===== src/inc/rilm_params.svh =====
// Contract
// - Watch each input separately; static means inactive.
// - Compare pre-divided input against monitor divider.
// - Three missing edges mark input lost.
// - Live and latched loss flag per input.
// - Level output low on loss, high all active.
// - Loss may drive output as interrupt.
// - Per-input disable removes input from reporting; code clears live flag only, a flag already latched stays and can drive irq.
// - Largest divider ratio sets lowest monitored frequency.
// - Detection always compares against monitor divider.
// - Revalidate after configured consecutive good periods.
// - Cleared latched flag allows new event.
`ifndef RILM_PARAMS_SVH
`define RILM_PARAMS_SVH

// ==========================================================
// Timing
// ==========================================================
`define RILM_CLOCK_PERIOD_NS 4
`define RILM_MISS_LIMIT 2'h3
`define RILM_MONDIV_MAX_RATIO 17'h04000
`define RILM_MAX_INPUT_MHZ 250

// ==========================================================
// Register offsets
// ==========================================================
`define RILM_OFS_CTRL 8'h00
`define RILM_OFS_MONDIV 8'h04
`define RILM_OFS_PREDIV 8'h08
`define RILM_OFS_REVAL 8'h0C
`define RILM_OFS_STATUS 8'h10
`define RILM_OFS_LATCH 8'h14
`define RILM_OFS_MASK 8'h18

// ==========================================================
// Field positions
// ==========================================================
`define RILM_CTRL_DIS_LSB 0
`define RILM_CTRL_PD_BIT 2
`define RILM_CTRL_IRQMODE_BIT 3
`define RILM_PREDIV1_LSB 8

// ==========================================================
// Reset values
// ==========================================================
`define RILM_RST_CTRL 4'h4
`define RILM_RST_MONDIV 16'h0010
`define RILM_RST_PREDIV 16'h0101
`define RILM_RST_REVAL 8'h04
`define RILM_RST_MASK 2'h0

`endif


===== src/inc/rilm_pkg.sv =====
package rilm_pkg;

  typedef enum logic [1:0] {
    RILM_ST_VALID = 2'b01,
    RILM_ST_LOST = 2'b10
  } rilm_state_e;

  // A zero ratio behaves as divide by one.
  function automatic logic [15:0] rilm_eff_ratio(input logic [15:0] r);
    rilm_eff_ratio = (r == 16'h0000) ? 16'h0001 : r;
  endfunction

  function automatic logic [31:0] rilm_lanes(input logic [31:0] old_v,
                                             input logic [31:0] new_v,
                                             input logic [3:0] sel);
    logic [31:0] res;
    res = old_v;
    for (int b = 0; b < 4; b++) begin
      if (sel[b]) begin
        res[b*8 +: 8] = new_v[b*8 +: 8];
      end
    end
    rilm_lanes = res;
  endfunction

endpackage


===== src/design/rilm_input_mon.sv =====
`timescale 1ns/1ps
`include "rilm_params.svh"
module rilm_input_mon
  import rilm_pkg::*;
(
  // Clock and control
  input wire logic i_clock,
  input wire logic i_srst,
  input wire logic i_clk_en,
  // Signal and comparison tick
  input wire logic i_ref_level,
  input wire logic i_ref_tick,
  // Configuration
  input wire logic [7:0] i_prediv,
  input wire logic [7:0] i_reval_count,
  input wire logic i_disable,
  // Status
  output logic o_live,
  output logic o_prediv_pulse
);

  logic level_d_r;
  logic [7:0] pdiv_cnt_r;
  logic seen_r;
  logic [1:0] miss_r;
  logic [7:0] good_r;
  rilm_state_e state_r;
  logic rise;
  logic hit;
  logic [15:0] pdiv_lim;
  logic [15:0] reval_lim;

  // A static input produces no rise and therefore no pulse.
  assign rise = i_ref_level & ~level_d_r;
  assign hit = seen_r | o_prediv_pulse;
  assign pdiv_lim = rilm_eff_ratio({8'h00, i_prediv});
  assign reval_lim = rilm_eff_ratio({8'h00, i_reval_count});

  // ==========================================================
  // Input pre-divider
  // ==========================================================
  always_ff @(posedge i_clock) begin
    if (i_srst) begin
      level_d_r <= 1'b0;
      pdiv_cnt_r <= 8'h00;
      o_prediv_pulse <= 1'b0;
    end else if (i_clk_en) begin
      level_d_r <= i_ref_level;
      o_prediv_pulse <= 1'b0;
      if (i_disable) begin
        pdiv_cnt_r <= 8'h00;
      end else if (rise) begin
        if ({8'h00, pdiv_cnt_r} >= pdiv_lim - 16'h0001) begin
          pdiv_cnt_r <= 8'h00;
          o_prediv_pulse <= 1'b1;
        end else begin
          pdiv_cnt_r <= pdiv_cnt_r + 8'h01;
        end
      end
    end
  end

  // ==========================================================
  // Edge check per comparison window
  // ==========================================================
  always_ff @(posedge i_clock) begin
    if (i_srst) begin
      seen_r <= 1'b0;
      miss_r <= 2'h0;
    end else if (i_clk_en) begin
      if (i_disable) begin
        seen_r <= 1'b0;
        miss_r <= 2'h0;
      end else if (i_ref_tick) begin
        seen_r <= 1'b0;
        if (hit) begin
          miss_r <= 2'h0;
        end else if (miss_r != `RILM_MISS_LIMIT) begin
          miss_r <= miss_r + 2'h1;
        end
      end else if (o_prediv_pulse) begin
        seen_r <= 1'b1;
      end
    end
  end

  // ==========================================================
  // Validity state
  // ==========================================================
  always_ff @(posedge i_clock) begin
    if (i_srst) begin
      state_r <= RILM_ST_VALID;
      good_r <= 8'h00;
      o_live <= 1'b0;
    end else if (i_clk_en) begin
      if (i_disable) begin
        state_r <= RILM_ST_VALID;
        good_r <= 8'h00;
        o_live <= 1'b0;
      end else if (i_ref_tick) begin
        unique case (state_r)
          RILM_ST_VALID: begin
            if (!hit && miss_r == `RILM_MISS_LIMIT - 2'h1) begin
              state_r <= RILM_ST_LOST;
              good_r <= 8'h00;
              o_live <= 1'b1;
            end
          end
          RILM_ST_LOST: begin
            if (!hit) begin
              good_r <= 8'h00;
            end else if ({8'h00, good_r} + 16'h0001 >= reval_lim) begin
              state_r <= RILM_ST_VALID;
              good_r <= 8'h00;
              o_live <= 1'b0;
            end else begin
              good_r <= good_r + 8'h01;
            end
          end
        endcase
      end
    end
  end
endmodule


===== src/design/rilm_top.sv =====
`timescale 1ns/1ps
`include "rilm_params.svh"
module rilm_top
  import rilm_pkg::*;
(
  // Clock and control
  input wire logic i_clock,
  input wire logic i_srst,
  input wire logic i_clk_en,
  // Reference inputs, sampled as levels
  input wire logic [1:0] i_reference_input,
  // Wishbone slave
  input wire logic i_wb_cyc,
  input wire logic i_wb_stb,
  input wire logic i_wb_we,
  input wire logic [7:0] i_wb_adr,
  input wire logic [3:0] i_wb_sel,
  input wire logic [31:0] i_wb_dat,
  output logic [31:0] o_wb_dat,
  output logic o_wb_ack,
  // Status and interrupt
  output logic [1:0] o_input_loss_live_flag,
  output logic [1:0] o_input_loss_latched_flag,
  output logic o_irq,
  output logic o_gpio_loss_n
);

  // ==========================================================
  // Registers
  // ==========================================================
  logic [3:0] ctrl_r;
  logic [15:0] mondiv_r;
  logic [15:0] prediv_r;
  logic [7:0] reval_r;
  logic [1:0] mask_r;
  logic [1:0] latch_nxt;
  logic [1:0] live_d_r;
  logic [1:0] live_rise;
  logic [1:0] latch_clr;
  logic [1:0] input_monitor_disable;
  logic monitor_divider_powerdown;
  logic gpio_irq_mode;
  logic [15:0] mondiv_cnt_r;
  logic ref_tick_r;
  logic bus_req;
  logic wr_en;
  logic [31:0] rd_val;
  logic [31:0] wr_word;
  logic [15:0] mondiv_lim;

  assign input_monitor_disable = ctrl_r[`RILM_CTRL_DIS_LSB +: 2];
  assign monitor_divider_powerdown = ctrl_r[`RILM_CTRL_PD_BIT];
  assign gpio_irq_mode = ctrl_r[`RILM_CTRL_IRQMODE_BIT];
  assign bus_req = i_wb_cyc & i_wb_stb;
  // Writes land on the edge at which the master samples ack.
  assign wr_en = bus_req & i_wb_we & o_wb_ack;
  assign mondiv_lim = rilm_eff_ratio(mondiv_r);
  // The addressed register's current value, with the enabled byte lanes replaced.
  assign wr_word = rilm_lanes(rd_val, i_wb_dat, i_wb_sel);

  // ==========================================================
  // Monitor reference divider
  // ==========================================================
  // Divider runs from the block clock; its largest ratio bounds the slowest input.
  always_ff @(posedge i_clock) begin
    if (i_srst) begin
      mondiv_cnt_r <= 16'h0000;
      ref_tick_r <= 1'b0;
    end else if (i_clk_en) begin
      ref_tick_r <= 1'b0;
      if (monitor_divider_powerdown) begin
        mondiv_cnt_r <= 16'h0000;
      end else if (mondiv_cnt_r >= mondiv_lim - 16'h0001) begin
        mondiv_cnt_r <= 16'h0000;
        ref_tick_r <= 1'b1;
      end else begin
        mondiv_cnt_r <= mondiv_cnt_r + 16'h0001;
      end
    end
  end

  // ==========================================================
  // Per-input monitors
  // ==========================================================
  for (genvar g = 0; g < 2; g++) begin : g_mon
    rilm_input_mon u_mon (
      .i_clock(i_clock),
      .i_srst(i_srst),
      .i_clk_en(i_clk_en),
      .i_ref_level(i_reference_input[g]),
      .i_ref_tick(ref_tick_r),
      .i_prediv(prediv_r[g*`RILM_PREDIV1_LSB +: 8]),
      .i_reval_count(reval_r),
      .i_disable(input_monitor_disable[g]),
      .o_live(o_input_loss_live_flag[g]),
      .o_prediv_pulse()
    );
  end

  // ==========================================================
  // Wishbone slave
  // ==========================================================
  always_comb begin
    rd_val = 32'h00000000;
    unique case (i_wb_adr)
      `RILM_OFS_CTRL: rd_val = {28'h0000000, ctrl_r};
      `RILM_OFS_MONDIV: rd_val = {16'h0000, mondiv_r};
      `RILM_OFS_PREDIV: rd_val = {16'h0000, prediv_r};
      `RILM_OFS_REVAL: rd_val = {24'h000000, reval_r};
      `RILM_OFS_STATUS: rd_val = {30'h00000000, o_input_loss_live_flag};
      `RILM_OFS_LATCH: rd_val = {30'h00000000, o_input_loss_latched_flag};
      `RILM_OFS_MASK: rd_val = {30'h00000000, mask_r};
      default: rd_val = 32'h00000000;
    endcase
  end

  always_ff @(posedge i_clock) begin
    if (i_srst) begin
      o_wb_ack <= 1'b0;
      o_wb_dat <= 32'h00000000;
    end else if (i_clk_en) begin
      o_wb_ack <= bus_req & ~o_wb_ack;
      if (bus_req && !o_wb_ack) begin
        o_wb_dat <= i_wb_we ? 32'h00000000 : rd_val;
      end
    end
  end

  always_ff @(posedge i_clock) begin
    if (i_srst) begin
      ctrl_r <= `RILM_RST_CTRL;
      mondiv_r <= `RILM_RST_MONDIV;
      prediv_r <= `RILM_RST_PREDIV;
      reval_r <= `RILM_RST_REVAL;
      mask_r <= `RILM_RST_MASK;
    end else if (i_clk_en && wr_en) begin
      unique case (i_wb_adr)
        `RILM_OFS_CTRL: begin
          ctrl_r <= wr_word[3:0];
        end
        `RILM_OFS_MONDIV: begin
          mondiv_r <= wr_word[15:0];
        end
        `RILM_OFS_PREDIV: begin
          prediv_r <= wr_word[15:0];
        end
        `RILM_OFS_REVAL: begin
          reval_r <= wr_word[7:0];
        end
        `RILM_OFS_MASK: begin
          mask_r <= wr_word[1:0];
        end
        default: begin
        end
      endcase
    end
  end

  // ==========================================================
  // Latched loss flags and interrupt
  // ==========================================================
  assign live_rise = o_input_loss_live_flag & ~live_d_r;
  assign latch_clr = (wr_en && i_wb_adr == `RILM_OFS_LATCH && i_wb_sel[0]) ?
                     i_wb_dat[1:0] : 2'h0;
  // A loss that arrives with its clear still sets the flag.
  assign latch_nxt = (o_input_loss_latched_flag & ~latch_clr) | live_rise;

  always_ff @(posedge i_clock) begin
    if (i_srst) begin
      live_d_r <= 2'h0;
      o_input_loss_latched_flag <= 2'h0;
    end else if (i_clk_en) begin
      live_d_r <= o_input_loss_live_flag;
      o_input_loss_latched_flag <= latch_nxt;
    end
  end

  // Outputs lag the flags by one cycle so that they leave straight from flops.
  always_ff @(posedge i_clock) begin
    if (i_srst) begin
      o_irq <= 1'b0;
      o_gpio_loss_n <= 1'b1;
    end else if (i_clk_en) begin
      o_irq <= |(o_input_loss_latched_flag & mask_r);
      if (gpio_irq_mode) begin
        o_gpio_loss_n <= ~|(o_input_loss_latched_flag & mask_r);
      end else begin
        o_gpio_loss_n <= ~|(o_input_loss_live_flag & ~input_monitor_disable);
      end
    end
  end
endmodule


===== config.mk =====
export PLATFORM = sky130hd
export DESIGN_NAME = rilm_top
export DESIGN_NICKNAME = d
export VERILOG_FILES = /design/src/inc/rilm_pkg.sv /design/src/design/rilm_input_mon.sv /design/src/design/rilm_top.sv
export VERILOG_INCLUDE_DIRS = /design/src /design/src/inc
export SDC_FILE = /design/constraint.sdc
export NUM_CORES = 1
export LEC_CHECK = 0
export ABC_AREA = 0
export ABC_CLOCK_PERIOD_IN_PS = 5000
export BUFFER_PORTS_ARGS = -buffer_cell sky130_fd_sc_hd__buf_2
export CAP_MARGIN = 5
export CORE_ASPECT_RATIO = 0.6
export CORE_UTILIZATION = 60
export CTS_BUF_LIST = sky130_fd_sc_hd__clkbuf_16
export DETAILED_ROUTE_END_ITERATION = 16
export HOLD_SLACK_MARGIN = 0.03
export PLACE_DENSITY = 0.81
export SLEW_MARGIN = 25
export SYNTH_ARGS = -nofsm -noshare
export SYNTH_HDL_FRONTEND = slang
export SYNTH_HIERARCHICAL = 1
export SYNTH_SLANG_ARGS = --single-unit

===== constraint.sdc =====
create_clock -name i_clock -period 5 [get_ports i_clock]
set_input_delay 1 -clock i_clock [delete_from_list [all_inputs] [get_ports i_clock]]
set_output_delay 1 -clock i_clock [all_outputs]
set_load 0.1 [all_outputs]

---- Word level (Yosys, flattened, before mapping) ----
Index checks and enable logic that the tools add are counted.
word-level totals
  bits in registers ....................... 150
  input port bits ......................... 52
  output and inout port bits .............. 39
  word-level logic and storage cells ...... 203
cells by class
  add/sub/neg operators ................... 12
  order comparisons ....................... 5
  equal/unequal tests ..................... 20
  mux-type cells .......................... 76
  bitwise logic cells ..................... 19
  reductions and logical operators ........ 42
operator list
  operator                                                number
  2-to-1 mux 8 bit                                        21
  one-hot mux 16 bit (7 select lines)                     1
  2-to-1 mux 16 bit                                       3
  subtractor 16 x 1 -> 16 bit (second input constant)     3
  2-to-1 mux 2 bit                                        19
  adder 8 x 1 -> 8 bit (second input constant)            4
  greater-or-equal comparator 16 bit                      2
  greater-or-equal comparator 8 x 16 -> 1 bit             2
  logical NOT 8 bit                                       4
  2-to-1 mux 32 bit                                       1
  one-hot mux 8 bit (2 select lines)                      2
  2-to-1 mux 1 bit                                        25
  == test 8 x 5 -> 1 bit (second input constant)          3
  AND reduction 2 bit                                     10
  adder 8 x 1 -> 9 bit (second input constant)            2
  inequality test 3 x 2 -> 1 bit (second input constant)  6
  adder 16 x 1 -> 16 bit (second input constant)          1
  == test 8 x 4 -> 1 bit (second input constant)          2
  greater-or-equal comparator 16 x 8 -> 1 bit             1
  logical NOT 16 bit                                      1
  AND reduction 3 bit                                     4
  nonzero test 3 bit                                      4
  AND reduction 5 bit                                     2
  AND 2 bit                                               4
  16 further kinds                                        47

---- Depth between registers and ports, before layout ----
Gate-level depths: netlist of run 1.
  word-level depth ........................ 9
  mapped depth ............................ 18
  depth with buffers taken out ............ 17

---- Cells and area by module ----
The synthesis of run 1 kept the hierarchy.
by module, submodules not included
  module          times used  cells an instance  area an instance (um2)  seq. area each (um2)
  rilm_top        1           572                4688.2                  1721.7
  rilm_input_mon  2           209                1695.4                  460.4

---- Least setup slack after synthesis of run 1 ----
Ideal clock, no wire load.
  kind .................................... reg2reg
  start ................................... register mondiv_r[5]
  end ..................................... register mondiv_cnt_r[8]
  library setup time ...................... 57 ps
  arrival time ............................ 3741 ps
  required time ........................... 4943 ps
  slack ................................... 1202 ps
  cell stages (with the launch flop) ...... 19
  path buffers ............................ 1
  clock period less this slack ............ 3798 ps
  cell sequence ........................... dfxtp_1 -> or4_4 -> nor4_1 -> nand2_1 -> nor3_1 -> nor2_1 -> ha_1 -> nand2b_1 -> or2_1 -> nor3_1 -> xnor2_1 -> ha_1 -> and4_1 -> and3_1 -> a32oi_1 -> nand4_1 -> clkbuf_1 -> nor4_1 -> a21o_1
between the ends
  word-level cells in the longest chain between the ends .. 6
RTL lines
  element                                 line             RTL
  start: declaration                      rilm_top.sv:32   logic [15:0] mondiv_r;
  start signal: assignment                rilm_top.sv:132  mondiv_r <= `RILM_RST_MONDIV;
  start signal: assignment                rilm_top.sv:142  mondiv_r <= wr_word[15:0];
  logical NOT 16 bit                      rilm_pkg.sv:10   rilm_eff_ratio = (r == 16'h0000) ? 16'h0001 : r;
  2-to-1 mux 16 bit (*)                   rilm_pkg.sv:10
  subtractor 16 x 1 -> 16 bit (*)         rilm_top.sv:73   end else if (mondiv_cnt_r >= mondiv_lim - 16'h0001) begin
  greater-or-equal comparator 16 bit (*)  rilm_top.sv:73
  2-to-1 mux 16 bit (*)                   rilm_top.sv:73
  2-to-1 mux 16 bit (*)                   rilm_top.sv:71   if (monitor_divider_powerdown) begin
  end signal: assignment                  rilm_top.sv:77   mondiv_cnt_r <= mondiv_cnt_r + 16'h0001;
  end: declaration                        rilm_top.sv:43   logic [15:0] mondiv_cnt_r;
Every way passes the cells marked *; elsewhere a longest branch is shown, timed or not.
A chain may end at the register's enable or synchronous reset.

---- Final worst setup path of run 1 ----
  start ................................... register mondiv_r[5]
  end ..................................... register mondiv_cnt_r[9]
Same word-level chain as after synthesis.

==> metrics, run 1 <==
Setup TNS=0 ns; Synth area leaders=dfxtp_1 33%, ha_1 9.3%, nor2_1 5.9%; area grow syn2layout=10.6%; Rel. slew slack=0.438; Fin Clk Skew=0.0163 ns; CTS sink count=132; Async S/R FF share, synth=0; Reg clk slew, reported paths=0.07 ns; Max FO, Critical Path=25; largest net degree at the start of global routing=56; critical path depth in cells=18; Die Area=0.0139 mm²; final worst path period share=0.859; sequential fraction of the synthesis area=0.327; crit-path cells=or4_4 > nor4_1 > nand2_1 > nor3_1 > nor2_1 > ha_1 > nand2b_1 > or2_1 > nor3_1 > xnor2_1 > ha_1 > and4_1 > and3_1 > a32oi_1 > nand4_1 > buf_4 > or3_1 > o211ai_1; hold depth=2; Fin. Hold Viols=0; startpoint types=register; top cell type's share of synthesized area=0.327; post_cts resized=0; root buf cell=clkbuf_16; CTS H-tree depth=4; I/O pin cnt=91; fin. max-slew vios=0; Die Y-Extent=91.9 µm; # Post-CTS Setup Buffers=0; Avg Vias per Cell=6.07; WL final=20.2 mm; Tot Pwr=2450 µW; drt first pass iters=6; DR WL/cell=16.6 µm; hold buffers post-CTS=0; I/O Buffers=56; HPWL reported at the end of detailed placement=14.6 mm; GPL Wtd Cong=0.942; Reg2Reg Depth=18; number of enable flip-flop cells after synthesis=0; largest area contributor in the netlist=dfxtp_1; Gate Count Post-Synth=990; Hold Path Class=register to register; status=finished, final reports clean; Netlist cell types=73; row count=32; minimum clock period=4.29 ns; initial antenna violation count=0; commonest non-fill, non-tap cell in the layout=dfxtp_1; DR vias=7364; die width=152 µm; first-pass GRT wire length=33.5 mm; clock buffer depth=2; final setup fails=0; total CTS buffers=17; Critical-path top delay cell=or4_4; n_diodes=0; max-capacitance violation count=0; Initial Utilization=0.623; Synth Warn #=6; Worst-Margin Slew=0.842 ns; DRC viols=0; CTS tree=done; GRT Total Usage=0.297; CP delay by family, top=simple AND/OR/NAND/NOR gates; Buf/Inv on CP=1; Max stage delay on crit path=0.58 ns; clock latency reported for the late side of the worst-skew pair=0.43 ns; global route overflow=0; ys flop type=dfxtp_1; Mapped Area=0.00808 mm²; CP Class=register to register; DR iter-0 viols=816; Peak VDD IR=199 µV; max frequency=0.233 GHz; Data arrival, critical path=4.64 ns; most frequent cells in the layout=132 x dfxtp_1, 127 x nor2_1, 73 x nand2_1; fraction of layout cells with a size suffix above 1=0.127; Pleak=0.00359 µW; vias in the first global route=6647; CORE AREA=0.0130 mm²; Worst Path Required=5.35 ns; Mean Syn Cell Area=8.16 µm²; Pwr Density=274 mW/mm²; Yosys reg bits=132; final-stage net count=1143; CP endpoint kind=register; RSZ-0062 raised after global routing=no; Final ANT Viol Nets=0
Yosys cell counts, types with 4 or more instances:
| cell | instances |
|---|---|
| or2_2 | 6 |
| nor4_1 | 19 |
| clkbuf_1 | 21 |
| a211o_1 | 6 |
| inv_1 | 56 |
| mux2_2 | 8 |
| and2_1 | 8 |
| buf_2 | 10 |
| a21o_1 | 10 |
| nor2_1 | 127 |
| nand3_1 | 40 |
| a21oi_2 | 4 |
| a21oi_1 | 56 |
| o211ai_1 | 10 |
| nand4_1 | 9 |
| o21a_1 | 5 |
| and3_1 | 8 |
| a211oi_1 | 24 |
| buf_4 | 17 |
| a31oi_1 | 8 |
| o32ai_1 | 4 |
| a22oi_1 | 19 |
| nor3b_1 | 5 |
| ha_1 | 60 |
| mux2i_1 | 22 |
| nor2b_1 | 9 |
| or3_1 | 8 |
| o22ai_1 | 4 |
| nand3b_1 | 8 |
| dfxtp_1 | 132 |
| xnor2_1 | 26 |
| xor2_1 | 10 |
| o21ai_0 | 47 |
| nor3_1 | 42 |
| nand2_1 | 73 |
| nand2b_1 | 7 |
registers in the layout (all words and copies together), names as in the netlist, 4 cells and up:
| register | flops |
|---|---|
| prediv_r | 16 |
| g_mon.u_mon/miss_r | 4 |
| ctrl_r | 4 |
| g_mon.u_mon/good_r | 16 |
| mondiv_cnt_r | 16 |
| o_wb_dat | 16 |
| mondiv_r | 16 |
| g_mon.u_mon/pdiv_cnt_r | 16 |
| reval_r | 8 |
where the power goes:
group,total (µW),internal [µW],switching [µW]
logic,167,32.8,134
registers,1060,1060,3.27
clock network,1230,696,530
stage by stage:
stage	cell area (µm²)	hold slack (ns)	worst slack, ns	cells	util
2_1_floorplan	8140	0.451	1.20	1005	-
6_report	8930	0.470	0.707	1214	0.689
3_5_place_dp	8360	0.456	0.852	1182	0.644
4_1_cts	8930	0.473	0.793	1214	0.688
3_3_place_gp	8360	0.451	0.940	1182	0.644
5_1_grt	8930	0.507	0.491	1214	0.689
path summary, 6_finish.rpt:
path / start / to / slack (ns)
worst max-delay path: mondiv_r[5]$_SDFFE_PP0P_ / mondiv_cnt_r[9]$_SDFFE_PP0P_ / 0.71
worst max register to register: mondiv_r[5]$_SDFFE_PP0P_ / mondiv_cnt_r[9]$_SDFFE_PP0P_ / 0.71
worst min-delay path: o_wb_dat[0]$_SDFFE_PP0P_ / o_wb_dat[0]$_SDFFE_PP0P_ / 0.47
worst min register to register: o_wb_dat[0]$_SDFFE_PP0P_ / o_wb_dat[0]$_SDFFE_PP0P_ / 0.47
per-layer routing:
metal	part of all wire	wire, µm	GRT usage	vias up
li1	-	-	-	3643
met5	0	0	0	-
met4	0.0091	183	0.0767	0
met2	0.39	7850	0.410	334
met3	0.10	2100	0.0751	24
met1	0.50	10000	0.451	3363
worst reg2reg max path: cells and delay by family (launching register included):
kind            cells  cell delay [ns]
fa+ha+maj           2             0.52
xor+xnor            1             0.14
compound gates      2             0.37
buf+inv             1             0.23
flops               1             0.36
simple gates       12             2.59
logic make-up (layout without fill, tap and decap cells):
logic type | after synthesis | count (layout) | synth area share
simple gates | 396 | 396 | 0.252
mux | 30 | 30 | 0.0384
buf+inv | 107 | 146 | 0.0610
fa+ha+maj | 60 | 60 | 0.0929
compound gates | 228 | 228 | 0.189
other cells | 1 | 16 | 0.000464
xor+xnor | 36 | 36 | 0.0390
flops | 132 | 132 | 0.327
cell type report:
class	instances	area (µm²)
multi-input combinational	766	5000
fill	1104	4040
timing repair buffer	58	295
clock inverter	15	145
tap	170	213
clock buffer	17	425
sequential	132	2640
inverter	56	210
Power figures use the tool's default switching activity.
==> run 2: changes to the inputs <==
--- a/config.mk
+++ b/config.mk
@@ -6,7 +6,7 @@
 export SDC_FILE = /design/constraint.sdc
 export NUM_CORES = 1
 export LEC_CHECK = 0
-export ABC_AREA = 0
+export ABC_AREA = 1
 export ABC_CLOCK_PERIOD_IN_PS = 5000
 export BUFFER_PORTS_ARGS = -buffer_cell sky130_fd_sc_hd__buf_2
 export CAP_MARGIN = 5
==> metrics, run 2 <==
fin. max-slew vios=0 (unchanged); row count=33 (was 32); most numerous cell in the Yosys netlist=nand2_1 (was dfxtp_1); final setup fails=0 (unchanged); Avg Vias per Cell=5.56 (was 6.07); Pwr Density=272 mW/mm² (was 274 mW/mm²); largest area contributor in the netlist=dfxtp_1 (unchanged); area occupied by multi-input gates=0.00510 mm² (was 0.00500 mm²); CP endpoint kind=register (unchanged); total CTS buffers=17 (unchanged); Gate Count Post-Synth=1233 (was 990); area grow syn2layout=11.2% (was 10.6%); die width=156 µm (was 152 µm); Final ANT Viol Nets=0 (unchanged); grt met3 use=0.0683 (was 0.0751); HPWL reported at the end of detailed placement=16.2 mm (was 14.6 mm); DR WL/cell=15.0 µm (was 16.6 µm); commonest non-fill, non-tap cell in the layout=nand2_1 (was dfxtp_1); GPL Wtd Cong=0.920 (was 0.942); CTS H-tree depth=4 (unchanged); I/O pin cnt=91 (unchanged); root buf cell=clkbuf_16 (unchanged); post_cts resized=0 (unchanged); I/O Buffers=56 (unchanged); clock latency reported for the late side of the worst-skew pair=0.43 ns (about the same); Rel. slew slack=0.408 (was 0.438); Yosys reg bits=132 (unchanged); max-capacitance violation count=0 (unchanged); CTS sink count=132 (unchanged); Setup TNS=0 ns (unchanged); n_diodes=0 (unchanged); Fin Clk Skew=0.0132 ns (was 0.0163 ns); Critical-path top delay cell=a21oi_2 (was or4_4); Async S/R FF share, synth=0 (unchanged); most frequent cells in the layout=316 x nand2_1, 152 x a21oi_1, 132 x dfxtp_1 (was 132 x dfxtp_1, 127 x nor2_1, 73 x nand2_1); ys flop type=dfxtp_1 (unchanged); minimum clock period=3.74 ns (was 4.29 ns); post-route setup slack=1.26 ns (was 0.707 ns); drt first pass iters=6 (unchanged); DR iter-0 viols=854 (was 816); worst slack at placement=1.42 ns (was 0.852 ns); global route overflow=0 (unchanged); GRT Total Usage=0.319 (was 0.297); top cells by count, synth=316 x nand2_1, 152 x a21oi_1, 132 x dfxtp_1, 130 x inv_1, 99 x nor2_1 (was 132 x dfxtp_1, 127 x nor2_1, 73 x nand2_1, 60 x ha_1); RR Startpoint=mondiv_r[7]$_SDFFE_PP0P_ (was mondiv_r[5]$_SDFFE_PP0P_); CTS tree=done (unchanged); Layout fillers=1175 (was 1104); status=finished, final reports clean (unchanged); Mapped Area=0.00851 mm² (was 0.00808 mm²); fraction of layout cells with a size suffix above 1=0.122 (was 0.127); Synth Warn #=6 (unchanged); Max FO, Critical Path=17 (was 25); Initial Utilization=0.619 (was 0.623); Crit path top cell by count=nand2_1; Peak VDD IR=175 µV (was 199 µV); CP Class=register to register (unchanged); Data arrival, critical path=4.02 ns (was 4.64 ns); top cell type's share of synthesized area=0.310 (was 0.327); hold buffers post-CTS=0 (unchanged); Fin. Hold Viols=0 (unchanged); Worst Path Required=5.28 ns (was 5.35 ns); number of enable flip-flop cells after synthesis=0 (unchanged); Die Area=0.0147 mm² (was 0.0139 mm²); crit path launch=mondiv_r[7]$_SDFFE_PP0P_ (was mondiv_r[5]$_SDFFE_PP0P_); clock buffer depth=2 (unchanged); Max stage delay on crit path=0.62 ns (was 0.58 ns); gr busiest metal=met1 (unchanged); largest net degree at the start of global routing=52 (was 56); max frequency=0.268 GHz (was 0.233 GHz); Util after Layout=0.688 (was 0.689); Reg area=0.00264 mm² (unchanged); Hold Path Origin=live_d_r[1]$_SDFFE_PP0P_ (was o_wb_dat[0]$_SDFFE_PP0P_); final-stage net count=1391 (was 1143); CP delay by family, top=simple AND/OR/NAND/NOR gates (unchanged); sequential fraction of the synthesis area=0.310 (was 0.327); Reg clk slew, reported paths=0.06 ns (was 0.07 ns); first-pass GRT wire length=36.6 mm (was 33.5 mm); Worst-Margin Slew=0.886 ns (was 0.842 ns); initial antenna violation count=0 (unchanged); Mean Syn Cell Area=6.91 µm² (was 8.16 µm²); RSZ-0062 raised after global routing=no (unchanged); Hold Path Class=register to register (unchanged); Die Y-Extent=94.3 µm (was 91.9 µm); vias in the first global route=7426 (was 6647); Netlist cell types=51 (was 73); Synth area leaders=dfxtp_1 31%, nand2_1 14%, a21oi_1 8.9% (was dfxtp_1 33%, ha_1 9.3%, nor2_1 5.9%); Buf/Inv on CP=3 (was 1); final worst path period share=0.747 (was 0.859); CORE AREA=0.0137 mm² (was 0.0130 mm²); # Post-CTS Setup Buffers=0 (unchanged); Pleak=0.00421 µW (was 0.00359 µW); WL final=22.3 mm (was 20.2 mm); DR vias=8257 (was 7364); DRC viols=0 (unchanged); crit-path cells=inv_1 > nand3_1 > nor2_1 > nand2_1 > nand2_1 > inv_1 > ha_1 > nand2_1 > nor2_1 > nand3_1 > nor3_1 > xor2_1 > inv_1 > ha_1 > nand2_1 > o21ai_0 > a21oi_2 > nand2_1 > nand2_1 > a21oi_1 (was or4_4 > nor4_1 > nand2_1 > nor3_1 > nor2_1 > ha_1 > nand2b_1 > or2_1 > nor3_1 > xnor2_1 > ha_1 > and4_1 > and3_1 > a32oi_1 > nand4_1 > buf_4 > or3_1 > o211ai_1); GRT met2 Usage=0.447 (was 0.410); startpoint types=register (unchanged); M1 GR Usage=0.466 (was 0.451)
[run 2: routing by layer]
layer	up-vias	wire, µm
li1	4093	-
met3	40	2140
met1	3723	11000
met4	0	388
met2	401	8820
met5	-	0
[run 2: worst register-to-register path, cell delays in order, from the launching register on]
cell     delay (ns)
dfxtp_1        0.41
inv_1          0.11
nand3_1        0.14
nor2_1         0.05
nand2_1        0.06
nand2_1        0.07
inv_1          0.10
ha_1           0.21
nand2_1        0.10
nor2_1         0.26
nand3_1        0.19
nor3_1         0.24
xor2_1         0.16
inv_1          0.06
ha_1           0.26
nand2_1        0.10
o21ai_0        0.12
a21oi_2        0.62
nand2_1        0.12
nand2_1        0.13
a21oi_1        0.08
[run 2: kinds of logic after synthesis]
family                   Yosys count  synth area share
XOR/XNOR                          51            0.0525
AND/OR/NAND/NOR                  562             0.297
multiplexers                       5           0.00588
flip-flops                       132             0.310
buffers and inverters            191            0.0970
other                              1          0.000440
adder cells (fa/ha/maj)           60            0.0882
AO/OA/AOI/OAI                    231             0.149
[run 2: area by class of cell]
class	instances	share of cell area
repair buffers	60	0.0330
multi-input cells	925	0.539
well taps	192	0.0254
inverters	143	0.0570
clock buffers	17	0.0449
clock inverters	15	0.0214
flip-flops and latches	132	0.279
[run 2: power breakdown]
| part | leakage, µW | total (µW) | internal, µW | switching (µW) |
|---|---|---|---|---|
| Sequential | 0.00106 | 1060 | 1060 | 2.96 |
| Clock | 0.000294 | 1360 | 838 | 522 |
| Combinational | 0.00285 | 154 | 25.7 | 128 |
| Total | 0.00421 | 2570 | 1920 | 653 |
[run 2: final timing paths]
kind | endpoint | slack [ns] | depth (start not counted)
setup / recovery | ref_tick_r$_SDFFE_PP0P_ | 1.26 | 20
hold / removal | live_d_r[1]$_SDFFE_PP0P_ | 0.46 | 2
setup reg to reg | ref_tick_r$_SDFFE_PP0P_ | 1.26 | 20
hold reg to reg | live_d_r[1]$_SDFFE_PP0P_ | 0.46 | 2
[run 2: through the flow]
step	area, µm²	total power, µW	hold WS (ns)	std cells
6_report	9470	2570	0.461	1484
5_1_grt	9470	2630	0.482	1484
4_1_cts	9470	2570	0.461	1484
3_5_place_dp	8840	1230	0.453	1452
3_3_place_gp	8840	1230	0.444	1452
2_1_floorplan	8570	1210	0.436	1248
==> run 3: changes to the inputs <==
--- a/config.mk
+++ b/config.mk
@@ -7,15 +7,15 @@
 export NUM_CORES = 1
 export LEC_CHECK = 0
 export ABC_AREA = 1
-export ABC_CLOCK_PERIOD_IN_PS = 5000
+export ABC_CLOCK_PERIOD_IN_PS = 3300
 export BUFFER_PORTS_ARGS = -buffer_cell sky130_fd_sc_hd__buf_2
 export CAP_MARGIN = 5
 export CORE_ASPECT_RATIO = 0.6
-export CORE_UTILIZATION = 60
+export CORE_UTILIZATION = 54
 export CTS_BUF_LIST = sky130_fd_sc_hd__clkbuf_16
 export DETAILED_ROUTE_END_ITERATION = 16
 export HOLD_SLACK_MARGIN = 0.03
-export PLACE_DENSITY = 0.81
+export PLACE_DENSITY = 0.77
 export SLEW_MARGIN = 25
 export SYNTH_ARGS = -nofsm -noshare
 export SYNTH_HDL_FRONTEND = slang
==> constraint.sdc (replaced) <==
create_clock -name i_clock -period 3.3 [get_ports i_clock]
set_input_delay 0.66 -clock i_clock [delete_from_list [all_inputs] [get_ports i_clock]]
set_output_delay 0.66 -clock i_clock [all_outputs]
set_load 0.1 [all_outputs]
==> metrics, run 3 (synthesis gave the netlist of run 2 again) <==
GPL Wtd Cong=0.906 (was 0.920); row count=35 (was 33); Die Y-Extent=99.3 µm (was 94.3 µm); Worst-Margin Slew=0.882 ns (was 0.886 ns); routed length on met2=9.09 mm (was 8.82 mm); global route overflow=0 (unchanged); DR WL/cell=15.1 µm (was 15.0 µm); total CTS buffers=17 (unchanged); final worst path period share=0.899 (was 0.747); Worst Path Required=3.65 ns (was 5.28 ns); CP Class=register to register (unchanged); n_diodes=0 (unchanged); Hold Path Origin=o_wb_dat[11]$_SDFFE_PP0P_ (was live_d_r[1]$_SDFFE_PP0P_); DR vias=8247 (was 8257); commonest non-fill, non-tap cell in the layout=nand2_1 (unchanged); Data arrival, critical path=3.32 ns (was 4.02 ns); dpl cells=1476 (was 1452); Pwr Density=398 mW/mm² (was 272 mW/mm²); area grow syn2layout=13.0% (was 11.2%); clock buffer depth=2 (unchanged); placed cell areas=0.00896 mm² (was 0.00884 mm²); final-stage net count=1405 (was 1391); fin cells=1508 (was 1484); reg-to-reg endpoint=mondiv_cnt_r[13]$_SDFFE_PP0P_ (was ref_tick_r$_SDFFE_PP0P_); startpoint types=register (unchanged); vias in the first global route=7357 (was 7426); Avg Vias per Cell=5.47 (was 5.56); die width=164 µm (was 156 µm); most frequent cells in the layout=316 x nand2_1, 152 x a21oi_1, 130 x inv_1 (was 316 x nand2_1, 152 x a21oi_1, 132 x dfxtp_1); max-capacitance violation count=0 (unchanged); highest metal used=met4 (unchanged); DR iter-0 viols=701 (was 854); CTS tree=done (unchanged); Setup TNS=0 ns (unchanged); root buf cell=clkbuf_16 (unchanged); fraction of layout cells with a size suffix above 1=0.139 (was 0.122); max frequency=0.337 GHz (was 0.268 GHz); Final ANT Viol Nets=0 (unchanged); Max FO, Critical Path=17 (unchanged); Routed met1 length=11.1 mm (was 11.0 mm); fin area=0.00962 mm² (was 0.00947 mm²); I/O Buffers=56 (unchanged); Die Area=0.0163 mm² (was 0.0147 mm²); minimum clock period=2.97 ns (was 3.74 ns); clock latency reported for the late side of the worst-skew pair=0.42 ns (was 0.43 ns); RR Startpoint=mondiv_r[7]$_SDFFE_PP0P_ (unchanged); largest net degree at the start of global routing=51 (was 52); hold buffers post-CTS=0 (unchanged); status=finished, final reports clean (unchanged); HPWL reported at the end of detailed placement=16.5 mm (was 16.2 mm); drt first pass iters=11 (was 6); Rel. slew slack=0.411 (was 0.408); area occupied by multi-input gates=0.00514 mm² (was 0.00510 mm²); DRC viols=0 (unchanged); fin. max-slew vios=0 (unchanged); Pleak=0.00428 µW (was 0.00421 µW); CTS H-tree depth=4 (unchanged); Fin Clk Skew=0.00749 ns (was 0.0132 ns); hold depth=2 (unchanged); WL final=22.8 mm (was 22.3 mm); r2r setup slk=0.33 ns (was 1.26 ns); first-pass GRT wire length=36.9 mm (was 36.6 mm); Endpoint, Worst Hold=o_wb_dat[11]$_SDFFE_PP0P_ (was live_d_r[1]$_SDFFE_PP0P_); Fin. Hold Viols=0 (unchanged); CP endpoint kind=register (unchanged); final setup fails=0 (unchanged); initial antenna violation count=0 (unchanged); Initial Utilization=0.554 (was 0.619); RSZ-0062 raised after global routing=no (unchanged); GRT Total Usage=0.288 (was 0.319); Reg clk slew, reported paths=0.06 ns (about the same); I/O pin cnt=91 (unchanged); worst hold slack=0.462 ns (was 0.461 ns); CORE AREA=0.0154 mm² (was 0.0137 mm²); Reg area=0.00265 mm² (was 0.00264 mm²); Hold Path Class=register to register (unchanged); CTS sink count=132 (unchanged); Layout fillers=1359 (was 1175); Reg2Reg Depth=20 (unchanged); met3 routed WL=2.27 mm (was 2.14 mm); Peak VDD IR=323 µV (was 175 µV)
==> run 3: changes by cell type in the layout (fill, tap and decap cells not counted), moves of 2 or more <==
cell | before | now
buf_4 | 5 | 17
dfxtp_1 | 132 | 128
dfxtp_2 | 0 | 4
inv_6 | 4 | 0
nand3_1 | 60 | 58
nand3_2 | 2 | 4
nor2_1 | 99 | 97
==> run 3: final cells by class <==
type                    count  share of cell area
multi-input cells         925               0.534
repair buffers             74              0.0451
clock buffers              17              0.0442
well taps                 203              0.0264
clock inverters            14              0.0195
inverters                 143              0.0560
flip-flops and latches    132               0.275
==> run 3: through the flow <==
stage / setup WS [ns] / total power (µW) / utilization
2_1_floorplan: 0.424 / 1830 / -
3_3_place_gp: 0.130 / 1870 / 0.583
3_5_place_dp: 0.0531 / 1870 / 0.583
4_1_cts: 0.00990 / 3840 / 0.623
5_1_grt: 0.0167 / 3940 / 0.626
6_report: 0.334 / 3830 / 0.626
==> run 3: worst max-delay path by stage <==
stage	slack (ns)	depth (start not counted)	endpoint	startpoint
2_1_floorplan	0.42	20	mondiv_cnt_r[10]$_SDFFE_PP0P_	mondiv_r[4]$_SDFFE_PP1P_
3_3_place_gp	0.13	21	ref_tick_r$_SDFFE_PP0P_	mondiv_r[6]$_SDFFE_PP0P_
3_5_place_dp	0.05	21	ref_tick_r$_SDFFE_PP0P_	mondiv_r[6]$_SDFFE_PP0P_
4_1_cts	0.01	21	ref_tick_r$_SDFFE_PP0P_	mondiv_r[6]$_SDFFE_PP0P_
5_1_grt	0.02	20	mondiv_cnt_r[6]$_SDFFE_PP0P_	mondiv_r[6]$_SDFFE_PP0P_
6_report	0.33	20	mondiv_cnt_r[13]$_SDFFE_PP0P_	mondiv_r[7]$_SDFFE_PP0P_
==> run 3: layer usage <==
metal  global-route usage  vias to the layer above
met3               0.0742                       27
met4               0.0990                        0
li1                     -                     4126
met1                0.422                     3763
met2                0.401                      331
met5                    0                        -
==> run 3: worst max-delay path, stage by stage (launching register included) <==
cell and delay (ns):
dfxtp_1 0.34, inv_1 0.09, nand3_2 0.13, nor2_1 0.06, nand2_1 0.06, nand2_1 0.07
inv_1 0.09, ha_2 0.20, nand2_1 0.12, nor2_4 0.14, nand3_2 0.11, nor3_2 0.14
xor2_1 0.16, inv_1 0.06, ha_1 0.28, nand2_1 0.11, o21ai_0 0.13, a21oi_2 0.17
buf_12 0.17, nand4_1 0.11, a21oi_1 0.16
==> run 3: report_power, final <==
group          internal, µW  total [µW]  switching (µW)
registers              1600        1600            4.11
clock network          1250        1990             737
logic                  40.9         236             196
total                  2890        3830             937
==> run 3: what timing repair did <==
| action | 4_1_cts | 5_1_grt |
|---|---|---|
| resized for setup | 0 | 13 |
| buffers inserted | 0 | 1 |
| setup endpoints to repair | 0 | 17 |
